## config.mk

```make
export PLATFORM = sky130hd
export DESIGN_NAME = haptic_playback_trigger_control
export DESIGN_NICKNAME = d
export VERILOG_FILES = /design/src/core/haptic_pkg.sv /design/src/core/haptic_playback_trigger_control.sv
export SDC_FILE = /design/constraint.sdc
export NUM_CORES = 1
export LEC_CHECK = 0
export BUFFER_PORTS_ARGS = -buffer_cell sky130_fd_sc_hd__buf_4
export CAP_MARGIN = 20
export CORE_MARGIN = 10
export CORE_UTILIZATION = 55
export CTS_CLUSTER_DIAMETER = 120
export DETAILED_ROUTE_END_ITERATION = 7
export PLACE_DENSITY = 0.73
export SYNTH_ARGS = -nofsm -noshare
export SYNTH_HDL_FRONTEND = slang
export SYNTH_SLANG_ARGS = --single-unit
```

## constraint.sdc

```tcl
create_clock -name pclk -period 60.6 [get_ports pclk]
set_input_delay 6.06 -clock pclk [delete_from_list [all_inputs] [get_ports pclk]]
set_output_delay 6.06 -clock pclk [all_outputs]
set_load 0.02 [all_outputs]
```

## src/core/haptic_pkg.sv

```systemverilog
// Shared constants and types for the haptic playback trigger control block.
package haptic_pkg;
	// ------------------------------------------------------------
	// Timing
	// ------------------------------------------------------------
	localparam int unsigned CLK_MHZ = 125;
	localparam int unsigned STEP_SLOW_US = 5000;
	localparam int unsigned STEP_FAST_US = 1000;
	localparam int unsigned WDOG_NS = 4330000;
	localparam int unsigned OC_CHECK_US = 100;
	localparam int unsigned STEP_SLOW_CYC = STEP_SLOW_US * CLK_MHZ;
	localparam int unsigned STEP_FAST_CYC = STEP_FAST_US * CLK_MHZ;
	localparam int unsigned WDOG_CYC = WDOG_NS / 1000 * CLK_MHZ;
	localparam int unsigned OC_CHECK_CYC = OC_CHECK_US * CLK_MHZ;
	localparam int unsigned CNT_W = 24;
	// ------------------------------------------------------------
	// Register offsets and fields
	// ------------------------------------------------------------
	localparam logic [7:0] OFF_STATUS = 8'h00;
	localparam logic [7:0] OFF_MODE = 8'h04;
	localparam logic [7:0] OFF_FIRE = 8'h08;
	localparam logic [7:0] OFF_OFFS = 8'h0C;
	localparam logic [7:0] OFF_CTRL = 8'h10;
	localparam logic [7:0] OFF_RTP = 8'h14;
	localparam logic [7:0] OFF_SUPPLY = 8'h18;
	localparam int unsigned ST_OT_BIT = 0;
	localparam int unsigned ST_OC_BIT = 1;
	localparam int unsigned ST_PLAY_BIT = 2;
	localparam int unsigned MD_STANDBY_BIT = 3;
	localparam int unsigned CT_FAST_BIT = 0;
	localparam int unsigned CT_OL_BIT = 1;
	localparam int unsigned CT_NG_LSB = 2;
	localparam int unsigned CT_PER_LSB = 8;
	localparam logic [3:0] MODE_RST = 4'h8;
	localparam logic [15:0] CTRL_RST = 16'h0000;
	localparam logic [31:0] OFFS_RST = 32'h0000_0000;
	localparam logic [7:0] RTP_RST = 8'h00;
	localparam logic [3:0] SYNC_RST = 4'h8;
	localparam logic [7:0] NG_STEP = 8'h10;
	// ------------------------------------------------------------
	// Types
	// ------------------------------------------------------------
	typedef enum logic [2:0] {
		MODE_TRIG_SOFT = 3'h0,
		MODE_TRIG_EDGE = 3'h1,
		MODE_TRIG_LEVEL = 3'h2,
		MODE_PWM_IN = 3'h3,
		MODE_RTP = 3'h5
	} mode_e;
	typedef enum logic [1:0] {
		PLAY_IDLE = 2'h0,
		PLAY_FETCH = 2'h1,
		PLAY_HOLD = 2'h3
	} play_e;
	typedef struct packed {
		logic signed [7:0] amp;
		logic [7:0] dur;
		logic ramp;
		logic last;
		logic signed [7:0] peak_pos;
		logic signed [7:0] peak_neg;
	} lib_step_s;
	typedef struct packed {
		logic active;
		logic [7:0] amp;
		logic open_loop;
		logic [6:0] period;
	} drive_s;
endpackage

```

## src/core/haptic_playback_trigger_control.sv

```systemverilog
// Trigger, playback timing and protection control of a haptic driver.
// What this block does
// Offsets touch library waveforms only
// Signed 8-bit offsets added to step times
// Peak positive is overdrive, peak negative brake
// Offsets apply to holds and stretched ramps
// Steps advance every 5 ms or 1 ms
// Real-time register drives playback directly
// Real-time amplitude plays until standby or mode change
// Open-loop select drives at programmed period
// Continuous modes drive on entry, stop on exit
// Fire bit write launches, clear cancels
// Trigger rising edge sets fire bit
// Second rising edge while firing cancels
// Trigger falling edge does nothing in edge mode
// Host holds edge pulse at least 1 us
// Level mode fire bit follows trigger pin
// Host holds level high for whole waveform
// Noise gate suppresses small input levels
// Supply voltage captured during playback
// Serial engine watchdog 4.33 ms outside standby
// Over-temperature shuts down and flags
// Overcurrent latches, shuts down, retries, restarts
// Brownout returns everything to defaults
// Trigger pin synchronised before detection
//
// The APB slave port and the address map were left to the implementer.
`timescale 1ns/1ns
module haptic_playback_trigger_control
#(
	parameter int unsigned STEP_SLOW_CYC = haptic_pkg::STEP_SLOW_CYC,
	parameter int unsigned STEP_FAST_CYC = haptic_pkg::STEP_FAST_CYC,
	parameter int unsigned WDOG_CYC = haptic_pkg::WDOG_CYC,
	parameter int unsigned OC_CHECK_CYC = haptic_pkg::OC_CHECK_CYC
)
(
	// APB slave.
	input wire logic pclk,
	input wire logic presetn,
	input wire logic psel,
	input wire logic penable,
	input wire logic pwrite,
	input wire logic [7:0] paddr,
	input wire logic [31:0] pwdata,
	output logic [31:0] prdata,
	output logic pready,
	output logic pslverr,
	// Asynchronous pins.
	input wire logic input_trigger_pin,
	input wire logic over_temp_pin,
	input wire logic short_detect_pin,
	input wire logic brownout_n_pin,
	// Library waveform steps.
	input wire logic lib_valid,
	input haptic_pkg::lib_step_s lib_step,
	output logic lib_ready,
	output logic seq_start,
	// Front end and supply monitor.
	input wire logic [7:0] pwm_level,
	input wire logic [7:0] supply_code,
	input wire logic supply_valid,
	// Serial engine watchdog.
	input wire logic serial_busy,
	input wire logic serial_activity,
	output logic serial_engine_reset,
	// Drive engine.
	output haptic_pkg::drive_s drive,
	output logic shutdown
);
	localparam int unsigned CW = haptic_pkg::CNT_W;
	localparam longint unsigned CNT_MAX = 64'd1 << CW;

	// ------------------------------------------------------------
	// Parameter check
	// ------------------------------------------------------------
	if (STEP_FAST_CYC < 1 || STEP_SLOW_CYC < 1 || WDOG_CYC < 1 ||
		OC_CHECK_CYC < 1 || STEP_SLOW_CYC >= CNT_MAX ||
		STEP_FAST_CYC >= CNT_MAX || WDOG_CYC >= CNT_MAX ||
		OC_CHECK_CYC >= CNT_MAX)
	begin : bad_count
		$error("Cycle counts must be at least one and fit the counters.");
	end

	// ------------------------------------------------------------
	// Pin synchronisers
	// ------------------------------------------------------------
	logic [3:0] sync1_reg;
	logic [3:0] sync2_reg;
	logic trig_d_reg;
	wire [3:0] pins_raw = {brownout_n_pin, short_detect_pin,
		over_temp_pin, input_trigger_pin};

	// Only the second stage is read by logic.
	always_ff @(posedge pclk or negedge presetn)
	begin
		if (!presetn)
		begin
			sync1_reg <= haptic_pkg::SYNC_RST;
			sync2_reg <= haptic_pkg::SYNC_RST;
			trig_d_reg <= 1'b0;
		end
		else
		begin
			sync1_reg <= pins_raw;
			sync2_reg <= sync1_reg;
			trig_d_reg <= sync2_reg[0];
		end
	end

	wire trig_s = sync2_reg[0];
	wire ot_s = sync2_reg[1];
	wire short_s = sync2_reg[2];
	wire brown = ~sync2_reg[3];
	wire trig_rise = trig_s & ~trig_d_reg;
	wire trig_fall = ~trig_s & trig_d_reg;

	// ------------------------------------------------------------
	// Register bus decode
	// ------------------------------------------------------------
	logic [3:0] mode_reg;
	logic [31:0] offs_reg;
	logic [15:0] ctrl_reg;
	logic [7:0] rtp_reg;
	logic [7:0] supply_reg;
	logic fire_reg;
	logic fire_d_reg;
	logic ot_reg;
	logic oc_reg;
	logic oc_hold_reg;
	logic [31:0] prdata_reg;
	logic [31:0] rd_word;
	haptic_pkg::play_e state_reg;
	haptic_pkg::drive_s drive_reg;

	wire setup = psel & ~penable;
	wire wr = psel & penable & pwrite;
	wire hit_st = paddr == haptic_pkg::OFF_STATUS;
	wire hit_md = paddr == haptic_pkg::OFF_MODE;
	wire hit_fi = paddr == haptic_pkg::OFF_FIRE;
	wire hit_of = paddr == haptic_pkg::OFF_OFFS;
	wire hit_ct = paddr == haptic_pkg::OFF_CTRL;
	wire hit_rt = paddr == haptic_pkg::OFF_RTP;
	wire hit_su = paddr == haptic_pkg::OFF_SUPPLY;
	wire mapped = hit_st | hit_md | hit_fi | hit_of | hit_ct | hit_rt |
		hit_su;
	wire st_w1c_ot = wr & hit_st & pwdata[haptic_pkg::ST_OT_BIT];
	wire st_w1c_oc = wr & hit_st & pwdata[haptic_pkg::ST_OC_BIT];
	wire fire_wr = wr & hit_fi;
	assign pready = penable;
	assign pslverr = psel & penable & ~mapped;
	assign prdata = prdata_reg;

	// Read data is captured in the setup cycle so it comes from a flop.
	always_comb
	begin
		rd_word = 32'h0000_0000;
		if (hit_st)
		begin
			rd_word[haptic_pkg::ST_OT_BIT] = ot_reg;
			rd_word[haptic_pkg::ST_OC_BIT] = oc_reg;
			rd_word[haptic_pkg::ST_PLAY_BIT] = drive_reg.active;
		end
		if (hit_md)
			rd_word[3:0] = mode_reg;
		if (hit_fi)
			rd_word[0] = fire_reg;
		if (hit_of)
			rd_word = offs_reg;
		if (hit_ct)
			rd_word[15:0] = ctrl_reg;
		if (hit_rt)
			rd_word[7:0] = rtp_reg;
		if (hit_su)
			rd_word[7:0] = supply_reg;
	end

	// ------------------------------------------------------------
	// Mode decode and protection
	// ------------------------------------------------------------
	wire standby = mode_reg[haptic_pkg::MD_STANDBY_BIT];
	wire [2:0] mode_sel = mode_reg[2:0];
	wire m_edge = mode_sel == haptic_pkg::MODE_TRIG_EDGE;
	wire m_level = mode_sel == haptic_pkg::MODE_TRIG_LEVEL;
	wire m_rtp = mode_sel == haptic_pkg::MODE_RTP;
	wire m_pwm = mode_sel == haptic_pkg::MODE_PWM_IN;
	wire m_lib = m_edge | m_level | (mode_sel == haptic_pkg::MODE_TRIG_SOFT);
	logic [CW-1:0] oc_cnt_reg;
	wire oc_chk = oc_hold_reg &
		(oc_cnt_reg == CW'(OC_CHECK_CYC - 1));
	// A short is only seen while the output is actually driving.
	wire oc_event = short_s & drive_reg.active;
	wire oc_restore = oc_chk & ~short_s;
	wire ctl_clr = brown | oc_restore;
	assign shutdown = ot_s | oc_hold_reg;
	wire halt = standby | shutdown | ctl_clr;

	// Flags are sticky, cleared by writing one; a new event wins.
	always_ff @(posedge pclk or negedge presetn)
	begin
		if (!presetn)
		begin
			ot_reg <= 1'b0;
			oc_reg <= 1'b0;
			oc_hold_reg <= 1'b0;
			oc_cnt_reg <= '0;
		end
		else
		begin
			ot_reg <= ~brown & (ot_s | (ot_reg & ~st_w1c_ot));
			oc_reg <= ~brown & (oc_event | (oc_reg & ~st_w1c_oc));
			oc_hold_reg <= ~brown & (oc_event | (oc_hold_reg & ~oc_restore));
			oc_cnt_reg <= (!oc_hold_reg || oc_chk) ? '0 :
				oc_cnt_reg + CW'(1);
		end
	end

	// ------------------------------------------------------------
	// Control registers
	// ------------------------------------------------------------
	// Overcurrent recovery and brownout both restore the defaults.
	always_ff @(posedge pclk or negedge presetn)
	begin
		if (!presetn)
		begin
			mode_reg <= haptic_pkg::MODE_RST;
			offs_reg <= haptic_pkg::OFFS_RST;
			ctrl_reg <= haptic_pkg::CTRL_RST;
			rtp_reg <= haptic_pkg::RTP_RST;
			prdata_reg <= 32'h0000_0000;
		end
		else
		begin
			if (ctl_clr)
			begin
				mode_reg <= haptic_pkg::MODE_RST;
				offs_reg <= haptic_pkg::OFFS_RST;
				ctrl_reg <= haptic_pkg::CTRL_RST;
				rtp_reg <= haptic_pkg::RTP_RST;
			end
			else
			begin
				if (wr && hit_md)
					mode_reg <= pwdata[3:0];
				if (wr && hit_of)
					offs_reg <= pwdata;
				if (wr && hit_ct)
					ctrl_reg <= pwdata[15:0];
				if (wr && hit_rt)
					rtp_reg <= pwdata[7:0];
			end
			if (setup)
				prdata_reg <= rd_word;
		end
	end

	// ------------------------------------------------------------
	// Fire bit
	// ------------------------------------------------------------
	logic fire_next;
	logic seq_done;
	wire edge_set = m_edge & trig_rise & ~fire_reg;
	wire edge_clr = m_edge & trig_rise & fire_reg;

	// A pin set beats a software clear in the same cycle.
	always_comb
	begin
		fire_next = fire_reg;
		if (halt || !m_lib)
			fire_next = 1'b0;
		else if (m_level)
			fire_next = trig_s;
		else if (edge_set)
			fire_next = 1'b1;
		else if (edge_clr)
			fire_next = 1'b0;
		else if (fire_wr)
			fire_next = pwdata[0];
		else if (seq_done)
			fire_next = 1'b0;
	end

	// In edge mode a falling trigger edge never reaches the fire logic.
	always_ff @(posedge pclk or negedge presetn)
	begin
		if (!presetn)
		begin
			fire_reg <= 1'b0;
			fire_d_reg <= 1'b0;
		end
		else
		begin
			fire_reg <= fire_next;
			fire_d_reg <= fire_reg;
		end
	end

	wire fire_rise = fire_reg & ~fire_d_reg;
	assign seq_start = fire_rise;

	// ------------------------------------------------------------
	// Library step timing
	// ------------------------------------------------------------
	haptic_pkg::play_e state_next;
	haptic_pkg::lib_step_s step_reg;
	haptic_pkg::lib_step_s step_next;
	logic [8:0] el_reg;
	logic [8:0] el_next;
	logic [8:0] dur_reg;
	logic [8:0] dur_next;
	logic signed [7:0] start_reg;
	logic signed [7:0] start_next;
	logic signed [7:0] amp_reg;
	logic signed [7:0] amp_next;
	logic signed [7:0] seg_ofs;
	logic [CW-1:0] tick_cnt_reg;

	// The peaks of the waveform pick which offset stretches the step.
	always_comb
	begin
		seg_ofs = 8'sh00;
		if (lib_step.amp > 0 && lib_step.amp == lib_step.peak_pos)
			seg_ofs = $signed(offs_reg[7:0]);
		else if (lib_step.amp < 0 && lib_step.amp == lib_step.peak_neg)
			seg_ofs = $signed(offs_reg[31:24]);
		else if (lib_step.amp > 0)
			seg_ofs = $signed(offs_reg[15:8]);
		else if (lib_step.amp < 0)
			seg_ofs = $signed(offs_reg[23:16]);
	end

	// Offsets only ever reach the library path.
	wire signed [9:0] adj_sum = $signed({2'b00, lib_step.dur}) +
		$signed({{2{seg_ofs[7]}}, seg_ofs});
	wire [8:0] adj_dur = (adj_sum <= 0) ? 9'h000 : adj_sum[8:0];
	wire [CW-1:0] tick_lim = ctrl_reg[haptic_pkg::CT_FAST_BIT] ?
		CW'(STEP_FAST_CYC - 1) : CW'(STEP_SLOW_CYC - 1);
	wire hold = state_reg == haptic_pkg::PLAY_HOLD;
	wire tick = hold & (tick_cnt_reg == tick_lim);
	wire step_end = tick & (el_reg + 9'h001 == dur_reg);
	assign lib_ready = state_reg == haptic_pkg::PLAY_FETCH;

	// Ramps spread the endpoint difference over the stretched time.
	wire signed [8:0] ramp_diff = $signed({step_reg.amp[7], step_reg.amp})
		- $signed({start_reg[7], start_reg});
	wire signed [18:0] ramp_prod = ramp_diff * $signed({1'b0, el_reg});
	wire [8:0] dur_safe = (dur_reg == 9'h000) ? 9'h001 : dur_reg;
	wire signed [18:0] ramp_quo = ramp_prod / $signed({10'h000, dur_safe});
	wire signed [7:0] lib_out = step_reg.ramp ?
		8'(start_reg + ramp_quo[7:0]) : step_reg.amp;

	// Step sequencing; clearing the fire bit cancels at once.
	always_comb
	begin
		state_next = state_reg;
		step_next = step_reg;
		el_next = el_reg;
		dur_next = dur_reg;
		start_next = start_reg;
		amp_next = amp_reg;
		seq_done = 1'b0;
		case (state_reg)
			haptic_pkg::PLAY_IDLE:
				if (fire_rise)
					state_next = haptic_pkg::PLAY_FETCH;
			haptic_pkg::PLAY_FETCH:
				if (lib_valid)
				begin
					step_next = lib_step;
					start_next = amp_reg;
					el_next = 9'h000;
					dur_next = adj_dur;
					if (adj_dur != 9'h000)
						state_next = haptic_pkg::PLAY_HOLD;
					else
					begin
						amp_next = lib_step.amp;
						seq_done = lib_step.last;
						if (lib_step.last)
							state_next = haptic_pkg::PLAY_IDLE;
					end
				end
			haptic_pkg::PLAY_HOLD:
				if (tick)
				begin
					el_next = el_reg + 9'h001;
					if (step_end)
					begin
						amp_next = step_reg.amp;
						seq_done = step_reg.last;
						state_next = step_reg.last ? haptic_pkg::PLAY_IDLE :
							haptic_pkg::PLAY_FETCH;
					end
				end
			default:
				state_next = haptic_pkg::PLAY_IDLE;
		endcase
		if (!fire_reg || halt)
			state_next = haptic_pkg::PLAY_IDLE;
		if (state_next == haptic_pkg::PLAY_IDLE)
			amp_next = 8'sh00;
	end

	always_ff @(posedge pclk or negedge presetn)
	begin
		if (!presetn)
		begin
			state_reg <= haptic_pkg::PLAY_IDLE;
			step_reg <= '0;
			el_reg <= 9'h000;
			dur_reg <= 9'h000;
			start_reg <= 8'sh00;
			amp_reg <= 8'sh00;
			tick_cnt_reg <= '0;
		end
		else
		begin
			state_reg <= state_next;
			step_reg <= step_next;
			el_reg <= el_next;
			dur_reg <= dur_next;
			start_reg <= start_next;
			amp_reg <= amp_next;
			tick_cnt_reg <= (!hold || tick) ? '0 : tick_cnt_reg + CW'(1);
		end
	end

	// ------------------------------------------------------------
	// Drive selection
	// ------------------------------------------------------------
	haptic_pkg::drive_s drive_next;
	wire [7:0] ng_thr = 8'(ctrl_reg[haptic_pkg::CT_NG_LSB +: 2] *
		haptic_pkg::NG_STEP);
	wire [7:0] pwm_gated = (pwm_level < ng_thr) ? 8'h00 : pwm_level;

	// Continuous modes drive whenever selected and not halted.
	always_comb
	begin
		drive_next = '0;
		drive_next.open_loop = ctrl_reg[haptic_pkg::CT_OL_BIT];
		drive_next.period = ctrl_reg[haptic_pkg::CT_PER_LSB +: 7];
		if (!halt)
		begin
			if (m_rtp)
			begin
				drive_next.active = 1'b1;
				drive_next.amp = rtp_reg;
			end
			else if (m_pwm)
			begin
				drive_next.active = 1'b1;
				drive_next.amp = pwm_gated;
			end
			else if (m_lib)
			begin
				drive_next.active = hold;
				drive_next.amp = hold ? lib_out : 8'h00;
			end
		end
	end

	logic [CW-1:0] wd_cnt_reg;
	logic wd_fire_reg;
	wire wd_hit = wd_cnt_reg == CW'(WDOG_CYC - 1);
	assign drive = drive_reg;
	assign serial_engine_reset = wd_fire_reg;

	// Supply capture, drive register and serial engine watchdog.
	always_ff @(posedge pclk or negedge presetn)
	begin
		if (!presetn)
		begin
			drive_reg <= '0;
			supply_reg <= 8'h00;
			wd_cnt_reg <= '0;
			wd_fire_reg <= 1'b0;
		end
		else
		begin
			drive_reg <= drive_next;
			if (brown)
				supply_reg <= 8'h00;
			else if (supply_valid && drive_reg.active)
				supply_reg <= supply_code;
			if (standby || !serial_busy || serial_activity || wd_hit)
				wd_cnt_reg <= '0;
			else
				wd_cnt_reg <= wd_cnt_reg + CW'(1);
			wd_fire_reg <= wd_hit & ~standby & serial_busy &
				~serial_activity;
		end
	end
endmodule

```

==> results of run 1 <==
-- power by group --
group	internal, uW	leakage, uW	total [uW]	switching [uW]
clock network	101	0.000441	168	67.1
logic	6.24	0.00832	15.9	9.69
registers	167	0.00336	168	0.362
-- synthesized netlist by cell type, drive strengths merged (29+ instances only) --
master,instances,share of area
nor2,276,0.044
or2,29,0.0077
dfrtp,247,0.26
clkbuf,82,0.013
xnor2,104,0.038
inv,140,0.022
nor3,118,0.026
ha,223,0.12
xor2,83,0.031
and3,33,0.0089
a21o,44,0.014
o21a,83,0.026
nor2b,29,0.0076
o31ai,35,0.011
nand3,95,0.020
mux2,48,0.023
fa,53,0.045
a21oi,209,0.045
o21ai,136,0.029
and2,55,0.014
nand2b,39,0.010
nand2,388,0.062
-- path summary, 6_finish.rpt --
check | start | endpoint | slack (ps)
worst max-delay path | start_reg[1] | drive[15] | 5530
worst min-delay path | sync1_reg[3] | sync2_reg[3] | 360
worst max register to register | start_reg[1] | drive[15] | 5530
worst min register to register | sync1_reg[3] | sync2_reg[3] | 360
max in group asynchronous | presetn | prdata[18] | 53470
min in group asynchronous | presetn | sync1_reg[2] | 5570
-- routing by layer --
metal | vias to the layer above | GRT usage | share of wire
li1 | 10505 | - | -
met1 | 10497 | 0.317 | 0.43
met2 | 711 | 0.431 | 0.48
met3 | 140 | 0.0360 | 0.061
met4 | 0 | 0.0914 | 0.034
met5 | - | 0 | 0
-- area by class of cell --
| class | count | area [um^2] | area share |
|---|---|---|---|
| timing repair buffer | 179 | 1410 | 0.0533 |
| tap | 585 | 732 | 0.0277 |
| clock buffer | 36 | 728 | 0.0276 |
| multi-input combinational | 2416 | 16600 | 0.628 |
| sequential | 250 | 6260 | 0.237 |
| inverter | 140 | 526 | 0.0199 |
| clock inverter | 10 | 168 | 0.00635 |
-- layout by cell type (no fill, tap or decap), drive strengths merged, types with 24 or more instances in the layout --
cell type,n
o31ai,35
or3,25
clkbuf,36
xnor2,104
mux2i,27
fa,53
o21a,83
nand2b,39
o21ai,136
mux2,48
nand4,24
xor2,83
or2,29
a22oi,28
a21o,44
ha,223
buf,178
nor2b,29
nand2,388
and2,55
inv,141
nor3,118
a21oi,209
nand3,95
and3,33
dfrtp,247
nor2,276
nor4,25
-- worst register-to-register path: cells and delay by family (launching register included) --
kind / cells / cell delay, ps
buffers and inverters: 9 / 830
muxes: 5 / 1670
DFF: 1 / 470
AOI/OAI and AO/OA: 125 / 26000
adders and majority gates: 28 / 9430
xor gates and xnor gates: 3 / 760
and+or+nand+nor: 64 / 15710
-- metrics by stage --
stage          total power [uW]   util
6_report                    352  0.615
5_1_grt                     362  0.615
4_1_cts                     354  0.613
3_5_place_dp                187  0.593
3_3_place_gp                186  0.592
2_1_floorplan               175      -
-- cell families after synthesis --
| logic type | after synthesis | share of synthesized area |
|---|---|---|
| compound gates | 692 | 0.190 |
| xor+xnor | 187 | 0.0690 |
| fa+ha+maj | 277 | 0.163 |
| buf+inv | 243 | 0.0401 |
| flops | 250 | 0.264 |
| mux | 75 | 0.0351 |
| simple gates | 1185 | 0.240 |
==> flow_summary.toml, run 1 <==
[place]
hpwlAfterDp_um = 52700
placed_area_um2 = 25400
post-place-ws_ps = 6180
dp_cells = 3565
port_buffers = 157
place_congestion = 0.914

[sta]
slew_headroom = 0.319
timing.final.crit_period_ps = 55070
fin_hold_ws_ps = 357
setup_violations = 0
hold_viol_final = 0
rsz0062_at_grt = "no"
max_clock_freq_ghz = 0.0182
fin_crit_sh = 0.909
drv_slew = 0
worst_slack_ps = 5530
tightest_slew_ps = 1010
skew_ps = 27.2
setup_tns_ps = 0

[floorplan]
die_w_um = 228
core-area_um2 = 42900
start_util = 0.554
fp.dieH_um = 228
rows = 76
die-area_um2 = 51900
io_pins = 158

[setup_path]
cp_num_cells = 234
critPathBufInv = 9
cp_max_fo = 23
r2r_cells = 234
cpMostUsedCell = "o21a_1"
worstSetupStartpointType = "flip-flop"
worstSetupPathType = "flip-flop to flip-flop"
crit_slowest_cell = "o31ai_1"
critPathRequiredTime_ps = 61020
worstSetupEndpointType = "flip-flop"
cp_slowest_stage_delay_ps = 690
arrival_ps = 55490
path_delay_family = "compound AO/OA/AOI/OAI gates"

[synth]
synth_flop_cell = "dfrtp_1"
async_flop_share = 1.00
avgSynthCellArea_um2 = 8.16
synth.ff_latch_count = 250
ys_seq_area_frac = 0.264
yosys_warnings = 0
synth_edf_count = 0
syn-cell-area_um2 = 23700
synth.distinct_cells = 107
syn-num-nets = 3288
synthCells = 2909

[cts]
root_buffer = "clkbuf_16"
clk_pin_slew_ps = 60
cts_buffers = 26
clk_latency_ps = 560
clock_sinks = 250
postCtsSetupRepairBufs = 0
cts_buffer_depth = 3
cts_hold_buf = 0
cts_resized = 0
htreeDepth = 1
cts_tree = "built"

[power]
p_per_area_nw_per_um2 = 13.3
leakagePower_uw = 0.0121
peakVddDrop_mv = 0.0312

[finish]
drive_gt1_frac = 0.112
postLayoutCellArea_um2 = 26400
fillers = 3827
n_antenna_cell = 0
fin_nets = 3392
fin_cells = 3616
syn_to_final_growth_pct = 11.1

[global_route]
antenna_found_initial = 0
grt_max_degree = 109
grt-ovfl-total = 0
grt_pass1_vias = 21613
grt.total_usage = 0.252
grt_first_pass_wirelength_um = 110000

[hold_path]
holdCritPathClass = "flip-flop to flip-flop"
holdPathStages = 0

[drt]
drt-initial-drc-count = 1707
drt_first_pass_iters = 6
ant_nets = 0
vias_per_cell = 6.04
routed_wl_um = 67900
num_vias = 21853
drc = 0
wl_per_cell_um = 18.8

[outcome]
status = "finished, final reports clean"

[job]
cap_violations = 0
No activity file was read; power rests on OpenSTA's default activity.
==> run 2: changes to the inputs <==
Settings changed: CELL_PAD_IN_SITES_DETAIL_PLACEMENT set to 2, CELL_PAD_IN_SITES_GLOBAL_PLACEMENT set to 2, CORE_UTILIZATION 55 to 38, PLACE_DENSITY 0.73 to not set, PLACE_DENSITY_LB_ADDON set to 0.1.
==> flow_summary.toml, run 2 (synthesis results as in run 1) <==
[outcome]
status = "finished, final reports clean"

[setup_path]
cp_max_fo = 18
arrival_ps = 56180
worstSetupStartpointType = "flip-flop"
worstSetupEndpointType = "flip-flop"
cp_slowest_stage_delay_ps = 550
crit_slowest_cell = "fa_1"
cpMostUsedCell = "o21a_1"
critPathRequiredTime_ps = 61010
worstSetupPathType = "flip-flop to flip-flop"

[power]
p_per_area_nw_per_um2 = 13.4
peakVddDrop_mv = 0.0213
p_total_uw = 359
leakagePower_uw = 0.0121

[floorplan]
rows = 91
die-area_um2 = 72900
io_pins = 158
fp.dieH_um = 270
start_util = 0.384
core-area_um2 = 61800
die_w_um = 270

[global_route]
grt_pass1_vias = 25425
grt_first_pass_wirelength_um = 142000
grt-ovfl-total = 0
antenna_found_initial = 1
grt_max_degree = 114
grt.total_usage = 0.236

[cts]
cts_tree = "built"
cts_buffers = 27
cts_buffer_depth = 3
clk_pin_slew_ps = 70
root_buffer = "clkbuf_16"
clock_sinks = 250
htreeDepth = 1
postCtsSetupRepairBufs = 0
clk_latency_ps = 540

[sta]
hold_viol_final = 0
skew_ps = 10.5
drv_slew = 0
setup_tns_ps = 0
rsz0062_at_grt = "no"
fin_crit_sh = 0.920
slew_headroom = 0.308
tightest_slew_ps = 1040
timing.final.crit_period_ps = 55760
setup_violations = 0
max_clock_freq_ghz = 0.0179

[drt]
vias_per_cell = 5.76
drc = 0
ant_nets = 0
routed_wl_um = 87900
drt-initial-drc-count = 1006
drt_first_pass_iters = 5
num_vias = 22298
wl_per_cell_um = 22.7

[job]
cap_violations = 0

[hold_path]
holdCritPathClass = "flip-flop to flip-flop"

[finish]
ff_latch_area_um2 = 6260
multi_input_area_um2 = 16600
fin_nets = 3398
syn_to_final_growth_pct = 12.7
fillers = 6996
postLayoutCellArea_um2 = 26800
final_common_cell = "nand2_1"
final_cell_mix = "nand2_1, nor2_1, dfrtp_1"
drive_gt1_frac = 0.118
n_antenna_cell = 0

[place]
placed_area_um2 = 25800
hpwlAfterDp_um = 68600
place_congestion = 0.848
port_buffers = 157
## run 2: cell type report
cell class              count  area share
inverters                 140      0.0196
multi-input cells        2417       0.620
clock buffers              39      0.0303
flip-flops and latches    250       0.234
well taps                 837      0.0391
clock inverters             8     0.00439
repair buffers            183      0.0525
## run 2: report_power, final
| group | total [uW] | internal, uW | switching (uW) | leakage [uW] |
|---|---|---|---|---|
| logic | 16.3 | 6.18 | 10.1 | 0.00831 |
| registers | 168 | 167 | 0.364 | 0.00336 |
| clock network | 175 | 105 | 70.1 | 0.000459 |
| total | 359 | 278 | 80.6 | 0.0121 |
## run 2: final timing paths
kind                              start           end  slack (ps)  cells past startpoint
setup / recovery           step_reg[26]     drive[15]        4840                    238
hold / removal             sync1_reg[2]  sync2_reg[2]         350                      0
setup reg to reg           step_reg[26]     drive[15]        4840                    238
hold reg to reg            sync1_reg[2]  sync2_reg[2]         350                      0
max in group asynchronous       presetn    fire_d_reg       53420                      2
min in group asynchronous       presetn    prdata[16]        5580                      1
## run 2: per-layer routing
metal  vias up  wire [um]  share of wire  global-route usage
met5         -          0              0                   0
met4         0       2060          0.023              0.0588
met3       100       2630          0.030              0.0259
met2       294      45700           0.52               0.440
met1     11419      37500           0.43               0.281
li1      10485          -              -                   -
## run 2: stage by stage
stage | hold WS (ps) | std cells | util | setup WS (ps)
2_1_floorplan | 331 | 2909 | - | 11790
3_5_place_dp | 341 | 3825 | 0.417 | 3960
5_1_grt | 366 | 3874 | 0.433 | 99.5
3_3_place_gp | 333 | 3824 | 0.417 | 7370
6_report | 354 | 3874 | 0.433 | 4840
4_1_cts | 356 | 3872 | 0.432 | 3700
## run 2: worst max-delay path, delay by kind of cell (launching register included)
kind	cells	cell delay, ps
AO/OA/AOI/OAI	123	26460
AND/OR/NAND/NOR	66	15270
adder cells (fa/ha/maj)	29	9720
multiplexers	7	2070
buffers and inverters	11	1260
flip-flops	1	400
XOR/XNOR	2	360
## run 2: timing repair
action / in CTS / in global routing
endpoints found under the setup margin: 0 / 7
endpoints found under the hold margin: 0 / 0
hold buffers: 0 / 0
resized for setup: 0 / 8
